--- config.mk ---
export PLATFORM = sky130hd
export DESIGN_NAME = psau_top
export DESIGN_NICKNAME = d
export VERILOG_FILES = /design/src/inc/psau_pkg.sv /design/src/logic/psau_addr_former.sv /design/src/logic/psau_read_steer.sv /design/src/logic/psau_top.sv
export SDC_FILE = /design/constraint.sdc
export NUM_CORES = 1
export LEC_CHECK = 0
export BUFFER_PORTS_ARGS = -buffer_cell sky130_fd_sc_hd__buf_2
export CORE_MARGIN = 2
export CORE_UTILIZATION = 48
export CTS_CLUSTER_DIAMETER = 80
export DETAILED_ROUTE_END_ITERATION = 10
export GPL_TIMING_DRIVEN = 0
export PLACE_DENSITY = 0.81
export RECOVER_POWER = 100
export SLEW_MARGIN = 5
export SYNTH_ARGS = -nofsm -noshare
export SYNTH_HDL_FRONTEND = slang
export SYNTH_SLANG_ARGS = --single-unit
--- constraint.sdc ---
create_clock -name pclk -period 2.7 [get_ports pclk]
set_clock_uncertainty 0.1 [all_clocks]
set_input_delay 0.27 -clock pclk [delete_from_list [all_inputs] [get_ports pclk]]
set_output_delay 0.27 -clock pclk [all_outputs]
set_load 0.01 [all_outputs]
--- src/inc/psau_pkg.sv ---
// Purpose: shared constants and types for the program space access unit
// Assumes: 16-bit data path, 24-bit program space, APB register port
// Notes:   every offset, field position and cycle count lives here
package psau_pkg;

  // ----------------------------------------------------------------
  // widths
  // ----------------------------------------------------------------
  localparam int unsigned PA_W    = 24;
  localparam int unsigned RA_W    = 23;
  localparam int unsigned DA_W    = 16;
  localparam int unsigned PAGE_W  = 8;
  localparam int unsigned LOW_W   = 15;
  localparam int unsigned APB_AW  = 12;
  localparam int unsigned APB_DW  = 32;

  // ----------------------------------------------------------------
  // register offsets, fields and reset values
  // ----------------------------------------------------------------
  localparam logic [11:0] OFF_TABLE_PAGE = 12'h000;
  localparam logic [11:0] OFF_REMAP_PAGE = 12'h004;
  localparam logic [11:0] OFF_CPU_CTRL   = 12'h008;
  localparam logic [11:0] OFF_STATUS     = 12'h00C;
  localparam int unsigned CTRL_REMAP_EN  = 2;
  localparam int unsigned TBL_CFG_BIT    = 7;
  localparam int unsigned EA_REMAP_BIT   = 15;
  localparam int unsigned ST_BUSY        = 0;
  localparam int unsigned ST_REFUSED     = 1;
  localparam int unsigned ST_REMAP       = 2;
  localparam logic [7:0]  RST_PAGE       = 8'h00;
  localparam logic [7:0]  REMAP_PROG     = 8'h00;
  localparam logic [7:0]  REMAP_EE       = 8'hFF;
  localparam logic [7:0]  EE_TBL_PAGE    = 8'h7F;
  localparam logic [23:0] CFG_IMPL_LO    = 24'hFF_0000;
  localparam logic [23:0] CFG_IMPL_HI    = 24'hFF_0003;

  // ----------------------------------------------------------------
  // extra cycles for remapped reads
  // ----------------------------------------------------------------
  localparam logic [1:0]  EXTRA_MOVE     = 2'h1;
  localparam logic [1:0]  EXTRA_OTHER    = 2'h2;
  localparam logic [1:0]  EXTRA_RPT_EDGE = 2'h2;
  localparam logic [1:0]  EXTRA_RPT_MID  = 2'h0;

  typedef enum logic [2:0] {
    OP_TABLE_READ_LOW,
    OP_TABLE_READ_HIGH,
    OP_TABLE_WRITE_LOW,
    OP_TABLE_WRITE_HIGH,
    OP_DATA_READ
  } psau_op_e;

endpackage : psau_pkg

--- src/logic/psau_addr_former.sv ---
// Purpose: forms table and remap program addresses
// Assumes: page registers and effective address are stable this cycle
// Notes:   purely combinational
`timescale 1ns/10ps
module psau_addr_former (
  input  wire logic [7:0]  table_page,
  input  wire logic [7:0]  remap_page,
  input  wire logic [15:0] effective_address,
  output logic      [23:0] table_addr,
  output logic      [22:0] remap_addr,
  output logic             table_cfg
);

  // ----------------------------------------------------------------
  // address concatenation, no alignment check on purpose
  // ----------------------------------------------------------------
  assign table_addr = {table_page, effective_address};
  assign table_cfg  = table_page[psau_pkg::TBL_CFG_BIT];
  assign remap_addr = {remap_page, effective_address[psau_pkg::LOW_W-1:0]};

endmodule : psau_addr_former

--- src/logic/psau_read_steer.sv ---
// Purpose: steers a 24-bit program word onto the 16-bit data path
// Assumes: byte select is effective address bit 0
// Notes:   high byte lane above the upper program byte is the phantom byte
`timescale 1ns/10ps
module psau_read_steer (
  input  wire logic [23:0] prog_word,
  input  wire logic        high_space,
  input  wire logic        byte_mode,
  input  wire logic        byte_sel,
  output logic      [15:0] data
);

  logic [7:0] low_byte;
  logic [7:0] high_byte;

  // ----------------------------------------------------------------
  // lane selection
  // ----------------------------------------------------------------
  assign low_byte  = byte_sel ? prog_word[15:8] : prog_word[7:0];
  assign high_byte = byte_sel ? 8'h00 : prog_word[23:16];

  always_comb
  begin
    data = '0;
    if (!high_space && !byte_mode)
      data = prog_word[15:0];
    else if (!high_space)
      data = {8'h00, low_byte};
    else if (!byte_mode)
      data = {8'h00, prog_word[23:16]};
    else
      data = {8'h00, high_byte};
  end

endmodule : psau_read_steer

--- src/logic/psau_top.sv ---
// Purpose: program space access unit, table and remap paths
// Assumes: cpu, program memory and holding latches share pclk
// Notes:   memory read data is valid one cycle after mem_rd_en
//
// The implementer's own choices: the address map and the APB slave port.
`timescale 1ns/10ps

module psau_top (
  input  wire logic                 pclk,
  input  wire logic                 presetn,
  input  wire logic                 psel,
  input  wire logic                 penable,
  input  wire logic                 pwrite,
  input  wire logic [11:0]          paddr,
  input  wire logic [31:0]          pwdata,
  output logic      [31:0]          prdata,
  output logic                      pready,
  output logic                      pslverr,
  input  wire logic                 cpu_req,
  input  wire psau_pkg::psau_op_e   cpu_op,
  input  wire logic                 cpu_byte_mode,
  input  wire logic [15:0]          cpu_ea,
  input  wire logic [15:0]          cpu_wdata,
  input  wire logic                 cpu_move_word,
  input  wire logic                 cpu_in_repeat,
  input  wire logic                 cpu_rpt_first,
  input  wire logic                 cpu_rpt_last,
  input  wire logic                 cpu_rpt_irq_exit,
  input  wire logic                 cpu_rpt_reentry,
  output logic                      cpu_remap_hit,
  output logic                      cpu_busy,
  output logic                      cpu_done,
  output logic                      cpu_refused,
  output logic      [15:0]          cpu_rdata,
  output logic                      mem_rd_en,
  output logic      [23:0]          mem_addr,
  output logic                      mem_cfg,
  output logic                      mem_eeprom,
  input  wire logic [23:0]          mem_rdata,
  output logic                      latch_wr_en,
  output logic      [23:0]          latch_addr,
  output logic      [15:0]          latch_wdata,
  output logic                      latch_high,
  output logic      [1:0]           latch_byte_en
);

  typedef enum logic [2:0] {
    S_IDLE,
    S_FETCH,
    S_WAIT,
    S_HOLD,
    S_DONE
  } psau_state_e;

  psau_state_e        state;
  psau_state_e        next_state;
  psau_pkg::psau_op_e op_q;
  logic [7:0]         table_page_register;
  logic [7:0]         remap_page_register;
  logic               remap_en;
  logic               refused_sticky;
  logic               last_remap;
  logic               byte_q;
  logic               bsel_q;
  logic [1:0]         cnt;
  logic [23:0]        table_addr;
  logic [22:0]        remap_addr;
  logic               table_cfg;
  logic [15:0]        steer_data;

  // ----------------------------------------------------------------
  // helpers
  // ----------------------------------------------------------------
  // implemented configuration area, used by the request check only
  function automatic logic cfg_impl(input logic [23:0] a);
    cfg_impl = (a >= psau_pkg::CFG_IMPL_LO) && (a <= psau_pkg::CFG_IMPL_HI);
  endfunction : cfg_impl

  // extra cycles that a remapped read adds to the instruction
  function automatic logic [1:0] extra_cycles(input logic mv, input logic rpt, input logic edge_it);
    if (!rpt)
      extra_cycles = mv ? psau_pkg::EXTRA_MOVE : psau_pkg::EXTRA_OTHER;
    else
      extra_cycles = edge_it ? psau_pkg::EXTRA_RPT_EDGE : psau_pkg::EXTRA_RPT_MID;
  endfunction : extra_cycles

  // ----------------------------------------------------------------
  // address forming and read steering
  // ----------------------------------------------------------------
  psau_addr_former u_addr (
    .table_page        (table_page_register),
    .remap_page        (remap_page_register),
    .effective_address (cpu_ea),
    .table_addr        (table_addr),
    .remap_addr        (remap_addr),
    .table_cfg         (table_cfg)
  );

  psau_read_steer u_steer (
    .prog_word  (mem_rdata),
    .high_space (op_q == psau_pkg::OP_TABLE_READ_HIGH),
    .byte_mode  (byte_q),
    .byte_sel   (bsel_q),
    .data       (steer_data)
  );

  // ----------------------------------------------------------------
  // request decode
  // ----------------------------------------------------------------
  wire take      = cpu_req && (state == S_IDLE);
  wire is_tbl_rd = (cpu_op == psau_pkg::OP_TABLE_READ_LOW) || (cpu_op == psau_pkg::OP_TABLE_READ_HIGH);
  wire is_tbl_wr = (cpu_op == psau_pkg::OP_TABLE_WRITE_LOW) || (cpu_op == psau_pkg::OP_TABLE_WRITE_HIGH);
  wire is_high   = (cpu_op == psau_pkg::OP_TABLE_READ_HIGH) || (cpu_op == psau_pkg::OP_TABLE_WRITE_HIGH);
  wire tbl_ee    = (table_page_register == psau_pkg::EE_TBL_PAGE);
  wire edge_it   = cpu_rpt_first || cpu_rpt_last || cpu_rpt_irq_exit || cpu_rpt_reentry;
  // table operations in flight block remap, so hit only counts in idle
  assign cpu_remap_hit = (cpu_op == psau_pkg::OP_DATA_READ) && cpu_ea[psau_pkg::EA_REMAP_BIT]
                         && remap_en && (state == S_IDLE);
  wire refuse    = (is_tbl_wr && table_cfg)
                   || (is_tbl_rd && table_cfg && !cfg_impl(table_addr))
                   || (is_high && tbl_ee);
  wire do_read   = take && ((is_tbl_rd && !refuse) || cpu_remap_hit);
  wire do_write  = take && is_tbl_wr && !refuse;

  // ----------------------------------------------------------------
  // sequencer
  // ----------------------------------------------------------------
  always_comb
  begin
    next_state = state;
    case (state)
      S_IDLE:  next_state = do_read ? S_FETCH : (take ? S_DONE : S_IDLE);
      S_FETCH: next_state = S_WAIT;
      S_WAIT:  next_state = (last_remap && cnt != 2'h0) ? S_HOLD : S_DONE;
      S_HOLD:  next_state = (cnt == 2'h1) ? S_DONE : S_HOLD;
      S_DONE:  next_state = S_IDLE;
      default: next_state = S_IDLE;
    endcase
  end

  always_ff @(posedge pclk or negedge presetn)
  begin
    if (!presetn)
      state <= S_IDLE;
    else
      state <= next_state;
  end

  // request capture, memory address and stretch count
  always_ff @(posedge pclk or negedge presetn)
  begin
    if (!presetn)
    begin
      op_q       <= psau_pkg::OP_TABLE_READ_LOW;
      byte_q     <= 1'b0;
      bsel_q     <= 1'b0;
      last_remap <= 1'b0;
      cnt        <= 2'h0;
      mem_addr   <= '0;
      mem_cfg    <= 1'b0;
      mem_eeprom <= 1'b0;
      cpu_refused <= 1'b0;
    end
    else if (take)
    begin
      op_q        <= cpu_op;
      byte_q      <= cpu_byte_mode;
      bsel_q      <= cpu_ea[0];
      last_remap  <= cpu_remap_hit;
      cnt         <= extra_cycles(cpu_move_word, cpu_in_repeat, edge_it);
      cpu_refused <= refuse && !cpu_remap_hit;
      mem_addr    <= cpu_remap_hit ? {1'b0, remap_addr} : table_addr;
      mem_cfg     <= cpu_remap_hit ? 1'b0 : table_cfg;
      mem_eeprom  <= cpu_remap_hit ? (remap_page_register == psau_pkg::REMAP_EE) : tbl_ee;
    end
    else if (state == S_HOLD)
      cnt <= cnt - 2'h1;
  end

  // read data lands from the steering path; remap keeps the low word
  always_ff @(posedge pclk or negedge presetn)
  begin
    if (!presetn)
      cpu_rdata <= '0;
    else if (take)
      cpu_rdata <= '0;
    else if (state == S_WAIT)
      cpu_rdata <= last_remap ? mem_rdata[15:0] : steer_data;
  end

  // table writes only load the holding latches, never memory directly
  always_ff @(posedge pclk or negedge presetn)
  begin
    if (!presetn)
    begin
      latch_wr_en   <= 1'b0;
      latch_addr    <= '0;
      latch_wdata   <= '0;
      latch_high    <= 1'b0;
      latch_byte_en <= 2'h0;
    end
    else
    begin
      latch_wr_en <= do_write;
      if (do_write)
      begin
        latch_addr    <= table_addr;
        latch_wdata   <= cpu_wdata;
        latch_high    <= is_high;
        latch_byte_en <= cpu_byte_mode ? (cpu_ea[0] ? 2'h2 : 2'h1) : 2'h3;
      end
    end
  end

  assign mem_rd_en = (state == S_FETCH);
  assign cpu_busy  = (state != S_IDLE);
  assign cpu_done  = (state == S_DONE);

  // ----------------------------------------------------------------
  // apb register port
  // ----------------------------------------------------------------
  wire wr_acc  = psel && penable && pwrite;
  wire sel_tp  = (paddr == psau_pkg::OFF_TABLE_PAGE);
  wire sel_rp  = (paddr == psau_pkg::OFF_REMAP_PAGE);
  wire sel_cc  = (paddr == psau_pkg::OFF_CPU_CTRL);
  wire sel_st  = (paddr == psau_pkg::OFF_STATUS);
  wire hit     = sel_tp || sel_rp || sel_cc || sel_st;
  // remap page accepts only the two supported values, others are dropped
  wire rp_ok   = (pwdata[7:0] == psau_pkg::REMAP_PROG) || (pwdata[7:0] == psau_pkg::REMAP_EE);
  wire [31:0] status_word = {29'h0, last_remap, refused_sticky, cpu_busy};
  wire [31:0] rd_mux = sel_tp ? {24'h00_0000, table_page_register} :
                       sel_rp ? {24'h00_0000, remap_page_register} :
                       sel_cc ? {29'h0, remap_en, 2'h0} :
                       sel_st ? status_word : 32'h0000_0000;

  assign pready  = 1'b1;
  assign pslverr = psel && penable && !hit;

  always_ff @(posedge pclk or negedge presetn)
  begin
    if (!presetn)
    begin
      table_page_register <= psau_pkg::RST_PAGE;
      remap_page_register <= psau_pkg::RST_PAGE;
      remap_en            <= 1'b0;
    end
    else if (wr_acc)
    begin
      if (sel_tp)
        table_page_register <= pwdata[7:0];
      if (sel_rp && rp_ok)
        remap_page_register <= pwdata[7:0];
      if (sel_cc)
        remap_en <= pwdata[psau_pkg::CTRL_REMAP_EN];
    end
  end

  // refused flag: a new refusal wins over a write-one clear
  always_ff @(posedge pclk or negedge presetn)
  begin
    if (!presetn)
      refused_sticky <= 1'b0;
    else if (take && refuse && !cpu_remap_hit)
      refused_sticky <= 1'b1;
    else if (wr_acc && sel_st && pwdata[psau_pkg::ST_REFUSED])
      refused_sticky <= 1'b0;
  end

  // read data sampled in the setup phase so it comes from a flop
  always_ff @(posedge pclk or negedge presetn)
  begin
    if (!presetn)
      prdata <= '0;
    else if (psel && !penable && !pwrite)
      prdata <= rd_mux;
  end
endmodule : psau_top

# Word-level counts from Yosys, hierarchy flattened
# Cells that the tools add are included.
[totals]
ff_bits = 148
mem_count = 0
latchBits = 0
ram_bits = 0
wordCells = 128
in_bits = 116
out_inout_bits = 125
romBits = 0
[op_classes]
eq_ne = 16
bitwise_logic = 0
muxes = 29
n_reduce_logical = 59
n_addsub = 1
order_cmp = 2
n_div = 0
n_shift = 0
multipliers = 0
[ops]
columns = ["op", "count"]
rows = [
  ["16-bit 2-to-1 mux", 5],
  ["8-bit 2-to-1 mux", 5],
  ["1-bit logical AND", 26],
  ["12-bit by 4-bit equality test with 1-bit output, second input constant", 2],
  ["24-bit >= comparator, second input constant", 1],
  ["24-bit <= comparator, second input constant", 1],
  ["24-bit 2-to-1 mux", 1],
  ["3-bit 2-to-1 mux", 6],
  ["8-bit equality test, second input constant", 2],
  ["2-bit 2-to-1 mux", 7],
  ["1-bit logical OR", 13],
  ["12-bit by 3-bit equality test with 1-bit output, second input constant", 1],
  ["3-bit by 2-bit equality test with 1-bit output, second input constant", 4],
  ["12-bit logical NOT", 1],
  ["3-bit case mux with 4 select lines", 1],
  ["3-bit by 1-bit equality test with 1-bit output, second input constant", 3],
  ["8-bit by 7-bit equality test with 1-bit output, second input constant", 1],
  ["1-bit logical NOT", 8],
  ["8-bit logical NOT", 1],
  ["2-bit nonzero test", 4],
  ["3-bit equality test, second input constant", 2],
  ["3-bit logical NOT", 2],
  ["2-bit AND reduction", 3],
  ["1-bit 2-to-1 mux", 4],
  ["3 further kinds", 3],
]

# Depth between registers and ports, before layout
# Gate-level depths: netlist of run 1.
[depth]
ltp_word = 12
depth_mapped = 8
depth_no_buf = 6

# By module
# A second synthesis of run 1 with hierarchy kept.
[hier_totals]
hier_cells = 605
hier_area_um2 = 6344.8
[by_module_without_submodules]
columns = ["module", "instances", "seq_area_each_um2", "area_per_inst_um2", "cells_each"]
rows = [
  ["psau_top", 1, 3103.0, 5734.2, 525],
  ["psau_addr_former", 1, 0.0, 360.3, 48],
  ["psau_read_steer", 1, 0.0, 250.2, 32],
]

# Worst setup path after synthesis of run 1
# No wires, ideal clock.
[synth_path]
path_kind = "flip-flop to flip-flop"
startpoint = "register state[0]"
endpoint = "register latch_wdata[10]"
n_path_buf = 2
arrival_ps = 2131
setup_time_ps = 125
setup_slack_ps = 344
synth_period_minus_slack_ps = 2356
t_required_ps = 2475
path_stages_with_launch = 7
path_cell_list = "dfrtp_1 clkbuf_1 nor3_1 nand2_1 nor4b_4 buf_6 mux2_2"
[synth_between]
elab_chain_cells = 4
[synth_rtl]
columns = ["item", "line_no", "text"]
rows = [
  ["start, declared", "psau_top.sv:55", "psau_state_e state;"],
  ["start signal, assigned", "psau_top.sv:146", "state <= next_state;"],
  ["3-bit logical NOT", "psau_top.sv:110", "wire take = cpu_req && (state == S_IDLE);"],
  ["1-bit logical AND", "psau_top.sv:110", ""],
  ["1-bit logical AND (2 in a row)", "psau_top.sv:123", "wire do_write = take && is_tbl_wr && !refuse;"],
  ["end signal, assigned", "psau_top.sv:208", "latch_wdata <= cpu_wdata;"],
  ["end, declared", "psau_top.sv:42", "output logic [15:0] latch_wdata,"],
]
# No other way between the ends.
# A chain may end at the register's enable or synchronous reset.

# Worst setup path in the final report of run 1
[layout_path]
startpoint = "register state[0]"
endpoint = "register latch_addr[14]"
[layout_between]
elab_chain_cells = 4
[layout_rtl]
columns = ["item", "line_no", "text"]
rows = [
  ["3-bit logical NOT", "psau_top.sv:110", ""],
  ["1-bit logical AND", "psau_top.sv:110", ""],
  ["1-bit logical AND (2 in a row)", "psau_top.sv:123", ""],
  ["end signal, assigned", "psau_top.sv:207", "latch_addr <= table_addr;"],
  ["end, declared", "psau_top.sv:41", "output logic [23:0] latch_addr,"],
]
# No other way between the ends.

==> results by group, run 1 <==
Outcome
  • Status: finished, final reports clean

Routing
  • Post-route DRC violation count: 0
  • Via count normalized by instance count: 5.24
  • Routed wire length: 14.4 mm
  • Average wire length per cell after detail routing: 17.0 um
  • DRT iter0 DRCs: 224
  • Post-route ant nets: 0
  • DRT Pass-1 Iters: 5
  • Total via count in the routed design: 4,429

Floorplan
  • X dimension of the die: 111 um
  • Height of the die: 111 um
  • Area of the die: 12,200 um^2
  • Number of placed I/O pins: 241
  • Num rows: 38
  • Initial core utilization: 49.7%
  • Core area: 11,000 um^2

Timing
  • Clock period minus worst slack: 2.44 ns
  • Smallest setup slack after layout: 0.264 ns
  • Transition time at the pin with the least slew margin: 1.40 ns
  • Headroom to the max-slew limit: 6.99%
  • Final Slew Violations: 0
  • Worst Hold Margin: 0.0182 ns
  • Finish-stage setup viols: 0
  • Maximum clock frequency: 411 MHz
  • Hold violation count in the final report: 0
  • Final period util: 90.2%
  • Unrepaired setup endpoints after global routing: no

Synthesis
  • Synth Register Bits: 122
  • Cell area after synthesis: 5460 um^2
  • Fraction of registers with async set or reset after synthesis: 100%
  • Mean area per synthesized cell: 12.3 um^2
  • Leading cell type by number of instances after synthesis: dfrtp_1
  • Top FF cell, synth: dfrtp_1
  • Number of flops mapped to enable cells by yosys: 0
  • Distinct cell type count after synthesis: 41
  • Total of warnings raised by yosys: 0
  • Fraction of the yosys area taken by sequential cells: 55.9%
  • Top cells by count, synth: 122 x dfrtp_1, 77 x mux2_2, 30 x nand2_1
  • Cell type with the highest aggregate area in the netlist: dfrtp_1
  • Area share of the leading cell type in the synthesized netlist: 55.9%
  • Top cells by area, synth: dfrtp_1 56%, mux2_2 16%, buf_4 3.7%
  • Cells after Synth: 444

Power and ir drop
  • Final total power: 5.75 mW
  • Internal power component: 4.24 mW
  • Leakage power summed over all cells: 3.41 nW
  • Comb power frac: 18.1%
  • Total power density per cell area: 777 nW/um^2
  • Power spent charging and discharging nets: 1.52 mW
  • Sequential share of power: 39.3%
  • Clock power frac: 42.7%
  • Switching Share: 26.3%
  • Peak supply drop: 0.559 mV

Final layout
  • Footprint of the flip-flops and latches: 3050 um^2
  • Area occupied by multi-input gates: 2170 um^2
  • Fillcell total: 858
  • Share of layout cells above drive strength 1: 34.0%
  • Area growth syn-to-layout: 35.6%
  • Final net count: 811
  • Final cell utilization of the core: 67.4%
  • Number of diodes added for antenna fixing: 0

CTS
  • CTS tree: yes
  • CTS clock-pin slew for the worst setup and hold paths: 0.05 ns
  • Clk sink count: 122
  • CTS H-tree lvls: 4
  • Number of buffers between clock root and the deepest sink: 2
  • Clk Tree Root Cell: clkbuf_16
  • Inserted Clock Buffers: 17
  • Clock latency on the worst-skew pair: 0.40 ns

Global route
  • Largest net degree at the start of global routing: 68
  • All-layer global routing usage: 24.2%
  • Overflow left after global routing: 0
  • Vias in the first global route: 4,826
  • Global-route wire length before repair: 24.0 mm
  • Number of antenna violations at the first check in global routing: 0

Job
  • Max-cap viol count: 0

Critical path
  • Kind of critical path: reg -> reg
  • Type of element launching the critical path: flop
  • Kind of end point of the critical path: flop
  • Data arrival time at the worst-slack endpoint: 2.61 ns
  • WP data required: 2.88 ns
  • CP max FO: 10

Worst hold path
  • Hold WC Path Type: in -> reg

Placed design
  • IO Port Bufs: 189
  • Placer's final routability congestion estimate: 0.861
  • Setup WS pre-CTS: -0.399 ns
  • HPWL reported at the end of detailed placement: 10.3 mm
flip-flops by register name, summed over array words and instances, names as in the netlist, 2 cells and up:
name,count
cnt,2
cpu_rdata,16
latch_addr,24
latch_byte_en,2
latch_wdata,16
mem_addr,24
op_q,3
prdata,8
remap_page_register,8
state,3
table_page_register,8
cell families after synthesis:
kind of cell               share of synthesized area (%)
buffers and inverters                               6.07
muxes                                               18.4
DFF                                                 55.9
AOI/OAI and AO/OA                                   9.47
adders and majority gates                          0.458
xor gates and xnor gates                           0.160
and+or+nand+nor                                     9.42
other                                              0.138
per-stage QoR:
stage / TNS [ns] / instance area, um^2 / cells
2_1_floorplan: 0 / 5550 / 467
3_3_place_gp: -27.13 / 6670 / 796
3_5_place_dp: -16.09 / 6700 / 797
4_1_cts: 0 / 7530 / 846
5_1_grt: 0 / 7400 / 846
6_report: 0 / 7400 / 846
final cells by class:
cell class | instances | area share, %
sequential | 122 | 41.3
multi-input combinational | 292 | 29.3
timing repair buffer | 207 | 13.7
clock buffer | 22 | 6.68
buffer | 48 | 4.24
tap | 140 | 2.37
clock inverter | 10 | 2.20
inverter | 5 | 0.254
critical path, cell delays in order, from the launching register on:
cell      delay (ns)
dfrtp_1         0.36
clkbuf_1        0.21
nor3_4          0.40
nand2_1         0.20
nor4b_4         0.29
buf_4           0.21
buf_6           0.17
mux2_2          0.36
worst paths after layout:
path,start,end,slack [ns],cells after the start
worst max-delay path,state[0]$_DFF_PN0_,latch_addr[14]$_DFFE_PN0P_,0.26,7
worst min-delay path,cpu_wdata[7],latch_wdata[7]$_DFFE_PN0P_,0.02,2
worst max register to register,state[0]$_DFF_PN0_,latch_addr[14]$_DFFE_PN0P_,0.26,7
worst min register to register,mem_addr[18]$_DFFE_PN0P_,mem_addr[18]$_DFFE_PN0P_,0.38,2
max in group asynchronous,presetn,prdata[6]$_DFFE_PN0P_,0.91,3
min in group asynchronous,presetn,mem_addr[10]$_DFFE_PN0P_,0.63,2
power by group through the flow:
stage	clock network, mW	logic (mW)	registers, mW
after floorplan	0	0.475	2.37
after global placement	0	1.05	2.25
after detailed placement	0	1.08	2.27
after CTS	2.48	1.11	2.25
after global routing	2.56	1.14	2.29
final	2.45	1.04	2.26
metal layers:
metal | global-route usage, % | vias up | routed length [um]
li1 | - | 2071 | -
met1 | 29.6 | 2140 | 6020
met2 | 40.3 | 196 | 7080
met3 | 7.74 | 22 | 1040
met4 | 9.25 | 0 | 252
met5 | 0 | - | 0
cells in the final DEF, fill, tap and decap left out, drive strengths merged, types with 3 or more instances in the layout:
cell type	count
nor3b	6
dfrtp	122
clkinvlp	5
o31ai	3
buf	123
nor4	8
dlygate4sd3	15
a22o	8
mux2i	9
clkbuf	139
nand3	11
nand2	30
mux2	79
inv	5
or3b	3
nor2	14
nand4	8
a22oi	16
a2bb2oi	8
bufinv	4
conb	25
a21oi	9
nor3	5
o21ai	28
repair_timing:
action | in CTS | in global routing
buffers inserted | 2 | 0
pin swaps | 1 | 0
endpoints found under the hold margin | 69 | 0
resized for setup | 1 | 2
hold buffers | 15 | 0
endpoints found under the setup margin | 55 | 26
(Power assumes the default switching activity.)
==> inputs of run 2 (changes only) <==
Settings changed: BUFFER_PORTS_ARGS -buffer_cell sky130_fd_sc_hd__buf_2 to not set, CORE_UTILIZATION 48 to 55, DONT_BUFFER_PORTS set to 1, PLACE_DENSITY 0.81 to 0.7, SKIP_CTS_REPAIR_TIMING set to 1.
==> run 2 against run 1 <==
Effect of this change:
- the run now ends with negative hold slack left
- sequential share of layout area increased by 3.1 points
- clock power decreased by 20%
- combinational power shrank 36%
- highest routed layer unchanged
==> results by group, run 2 (synthesis gave the netlist of run 1 again) <==
Critical path
  • FF-to-FF End: latch_addr[12]$_DFFE_PN0P_
  • Reg2reg start: state[1]$_DFF_PN0_
  • Kind of critical path: reg -> reg
  • CP max FO: 10
  • WP data required: 2.99 ns
  • Data arrival time at the worst-slack endpoint: 2.82 ns
  • Register-to-Register Path Depth: 7
  • Worst setup slack for register-to-register paths: 0.17 ns
  • Type of element launching the critical path: flop
  • Kind of end point of the critical path: flop

CTS
  • CTS tree: yes
  • CTS clock-pin slew for the worst setup and hold paths: 0.05 ns
  • Clk sink count: 122
  • Clock latency on the worst-skew pair: 0.51 ns
  • Number of buffers between clock root and the deepest sink: 2
  • Inserted Clock Buffers: 17
  • CTS H-tree lvls: 4
  • Clk Tree Root Cell: clkbuf_8

Routing
  • DRT iter0 DRCs: 191
  • Average wire length per cell after detail routing: 19.9 um
  • Post-route DRC violation count: 0
  • Routed wire length: 13.8 mm
  • Post-route ant nets: 0
  • DRT Pass-1 Iters: 4
  • Via count normalized by instance count: 5.71
  • Total via count in the routed design: 3,967

Timing
  • Unrepaired setup endpoints after global routing: no
  • Setup Total Neg Slack: 0 ns
  • Finish-stage setup viols: 0
  • Hold violation count in the final report: 123
  • Final period util: 93.6%
  • Clock period minus worst slack: 2.53 ns
  • Final Slew Violations: 0
  • Worst Hold Margin: -0.649 ns
  • Maximum clock frequency: 396 MHz
  • Transition time at the pin with the least slew margin: 0.663 ns
  • Headroom to the max-slew limit: 55.8%

Floorplan
  • Number of placed I/O pins: 241
  • Num rows: 36
  • Area of the die: 10,700 um^2
  • Core area: 9680 um^2
  • Height of the die: 104 um
  • Initial core utilization: 56.4%
  • X dimension of the die: 104 um

Job
  • Max-cap viol count: 0

Outcome
  • Violations in the final reports: negative hold slack
  • Status: finished with violations

Placed design
  • Placer's final routability congestion estimate: 0.825
  • Cell area after placement: 5710 um^2
  • HPWL reported at the end of detailed placement: 9.00 mm
  • IO Port Bufs: 0
  • Cells after DPL: 600

Final layout
  • Count of non-filler cells in the finished layout: 695
  • Final cell utilization of the core: 71.1%
  • Commonest non-fill, non-tap cells in the layout: 122 x dfrtp_1, 77 x mux2_2, 65 x dlygate4sd3_1, 30 x nand2_1, 28 x o21ai_0
  • Most common library cell in the layout ignoring fill and taps: dfrtp_1
  • Final net count: 671
  • Registers with the most flip-flops: latch_addr: 24 flops, mem_addr: 24 flops
  • Area growth syn-to-layout: 26.1%
  • Final design instance area without fill: 6880 um^2
  • Fillcell total: 698
  • Share of layout cells above drive strength 1: 24.9%
  • Number of diodes added for antenna fixing: 0

Power and ir drop
  • Peak supply drop: 0.665 mV
  • Total power density per cell area: 732 nW/um^2
  • Leakage power summed over all cells: 3.08 nW

Worst hold path
  • Hold WC Path Type: in -> async

Global route
  • Number of antenna violations at the first check in global routing: 0
  • All-layer global routing usage: 23.8%
  • Vias in the first global route: 3,767
  • Largest net degree at the start of global routing: 123
  • Overflow left after global routing: 0
  • Global-route wire length before repair: 20.0 mm
==> run 2: layout make-up <==
cell class | count | area (um^2) | area share (%)
flip-flops and latches | 122 | 3050 | 44.3
well taps | 133 | 166 | 2.42
multi-input cells | 292 | 2170 | 31.5
inverters | 5 | 18.8 | 0.273
clock buffers | 25 | 494 | 7.18
plain buffers | 48 | 305 | 4.43
clock inverters | 3 | 15.0 | 0.218
repair buffers | 67 | 666 | 9.67
==> run 2: worst max path at each step <==
stage / from / endpoint / slack (ns) / depth (start not counted)
after floorplan: state[0]$_DFF_PN0_ / latch_wdata[10]$_DFFE_PN0P_ / 0.34 / 6
after global placement: state[0]$_DFF_PN0_ / latch_addr[9]$_DFFE_PN0P_ / -0.23 / 6
after detailed placement: state[0]$_DFF_PN0_ / latch_addr[4]$_DFFE_PN0P_ / -0.24 / 6
after CTS: state[0]$_DFF_PN0_ / latch_addr[12]$_DFFE_PN0P_ / -0.24 / 6
after global routing: state[1]$_DFF_PN0_ / latch_addr[5]$_DFFE_PN0P_ / 0.02 / 7
final: state[1]$_DFF_PN0_ / latch_addr[12]$_DFFE_PN0P_ / 0.17 / 7
==> run 2: per-stage QoR <==
step                      setup slack, ns  power (mW)
final                               0.173        5.04
after global routing               0.0199        5.25
after CTS                          -0.244        4.97
after detailed placement           -0.240        3.00
after global placement             -0.233        2.97
after floorplan                     0.344        2.85
==> run 2: report_power, final <==
group	switching (mW)	total (mW)	internal (mW)
Sequential	0.322	2.42	2.10
Clock	0.729	1.95	1.22
Combinational	0.294	0.663	0.369
Total	1.34	5.04	3.69
==> run 2: layer usage <==
layer,share of wire [%],global-route usage [%]
met1,39,28.3
met2,48,37.7
met3,11,12.4
met4,1.4,7.34
met5,0,0
==> run 2: critical path: stages, from the launching register on <==
cell      delay (ns)
dfrtp_1         0.35
clkbuf_1        0.19
nor3_2          0.45
nand2_1         0.23
nor4b_4         0.34
buf_4           0.23
buf_6           0.17
mux2_2          0.35
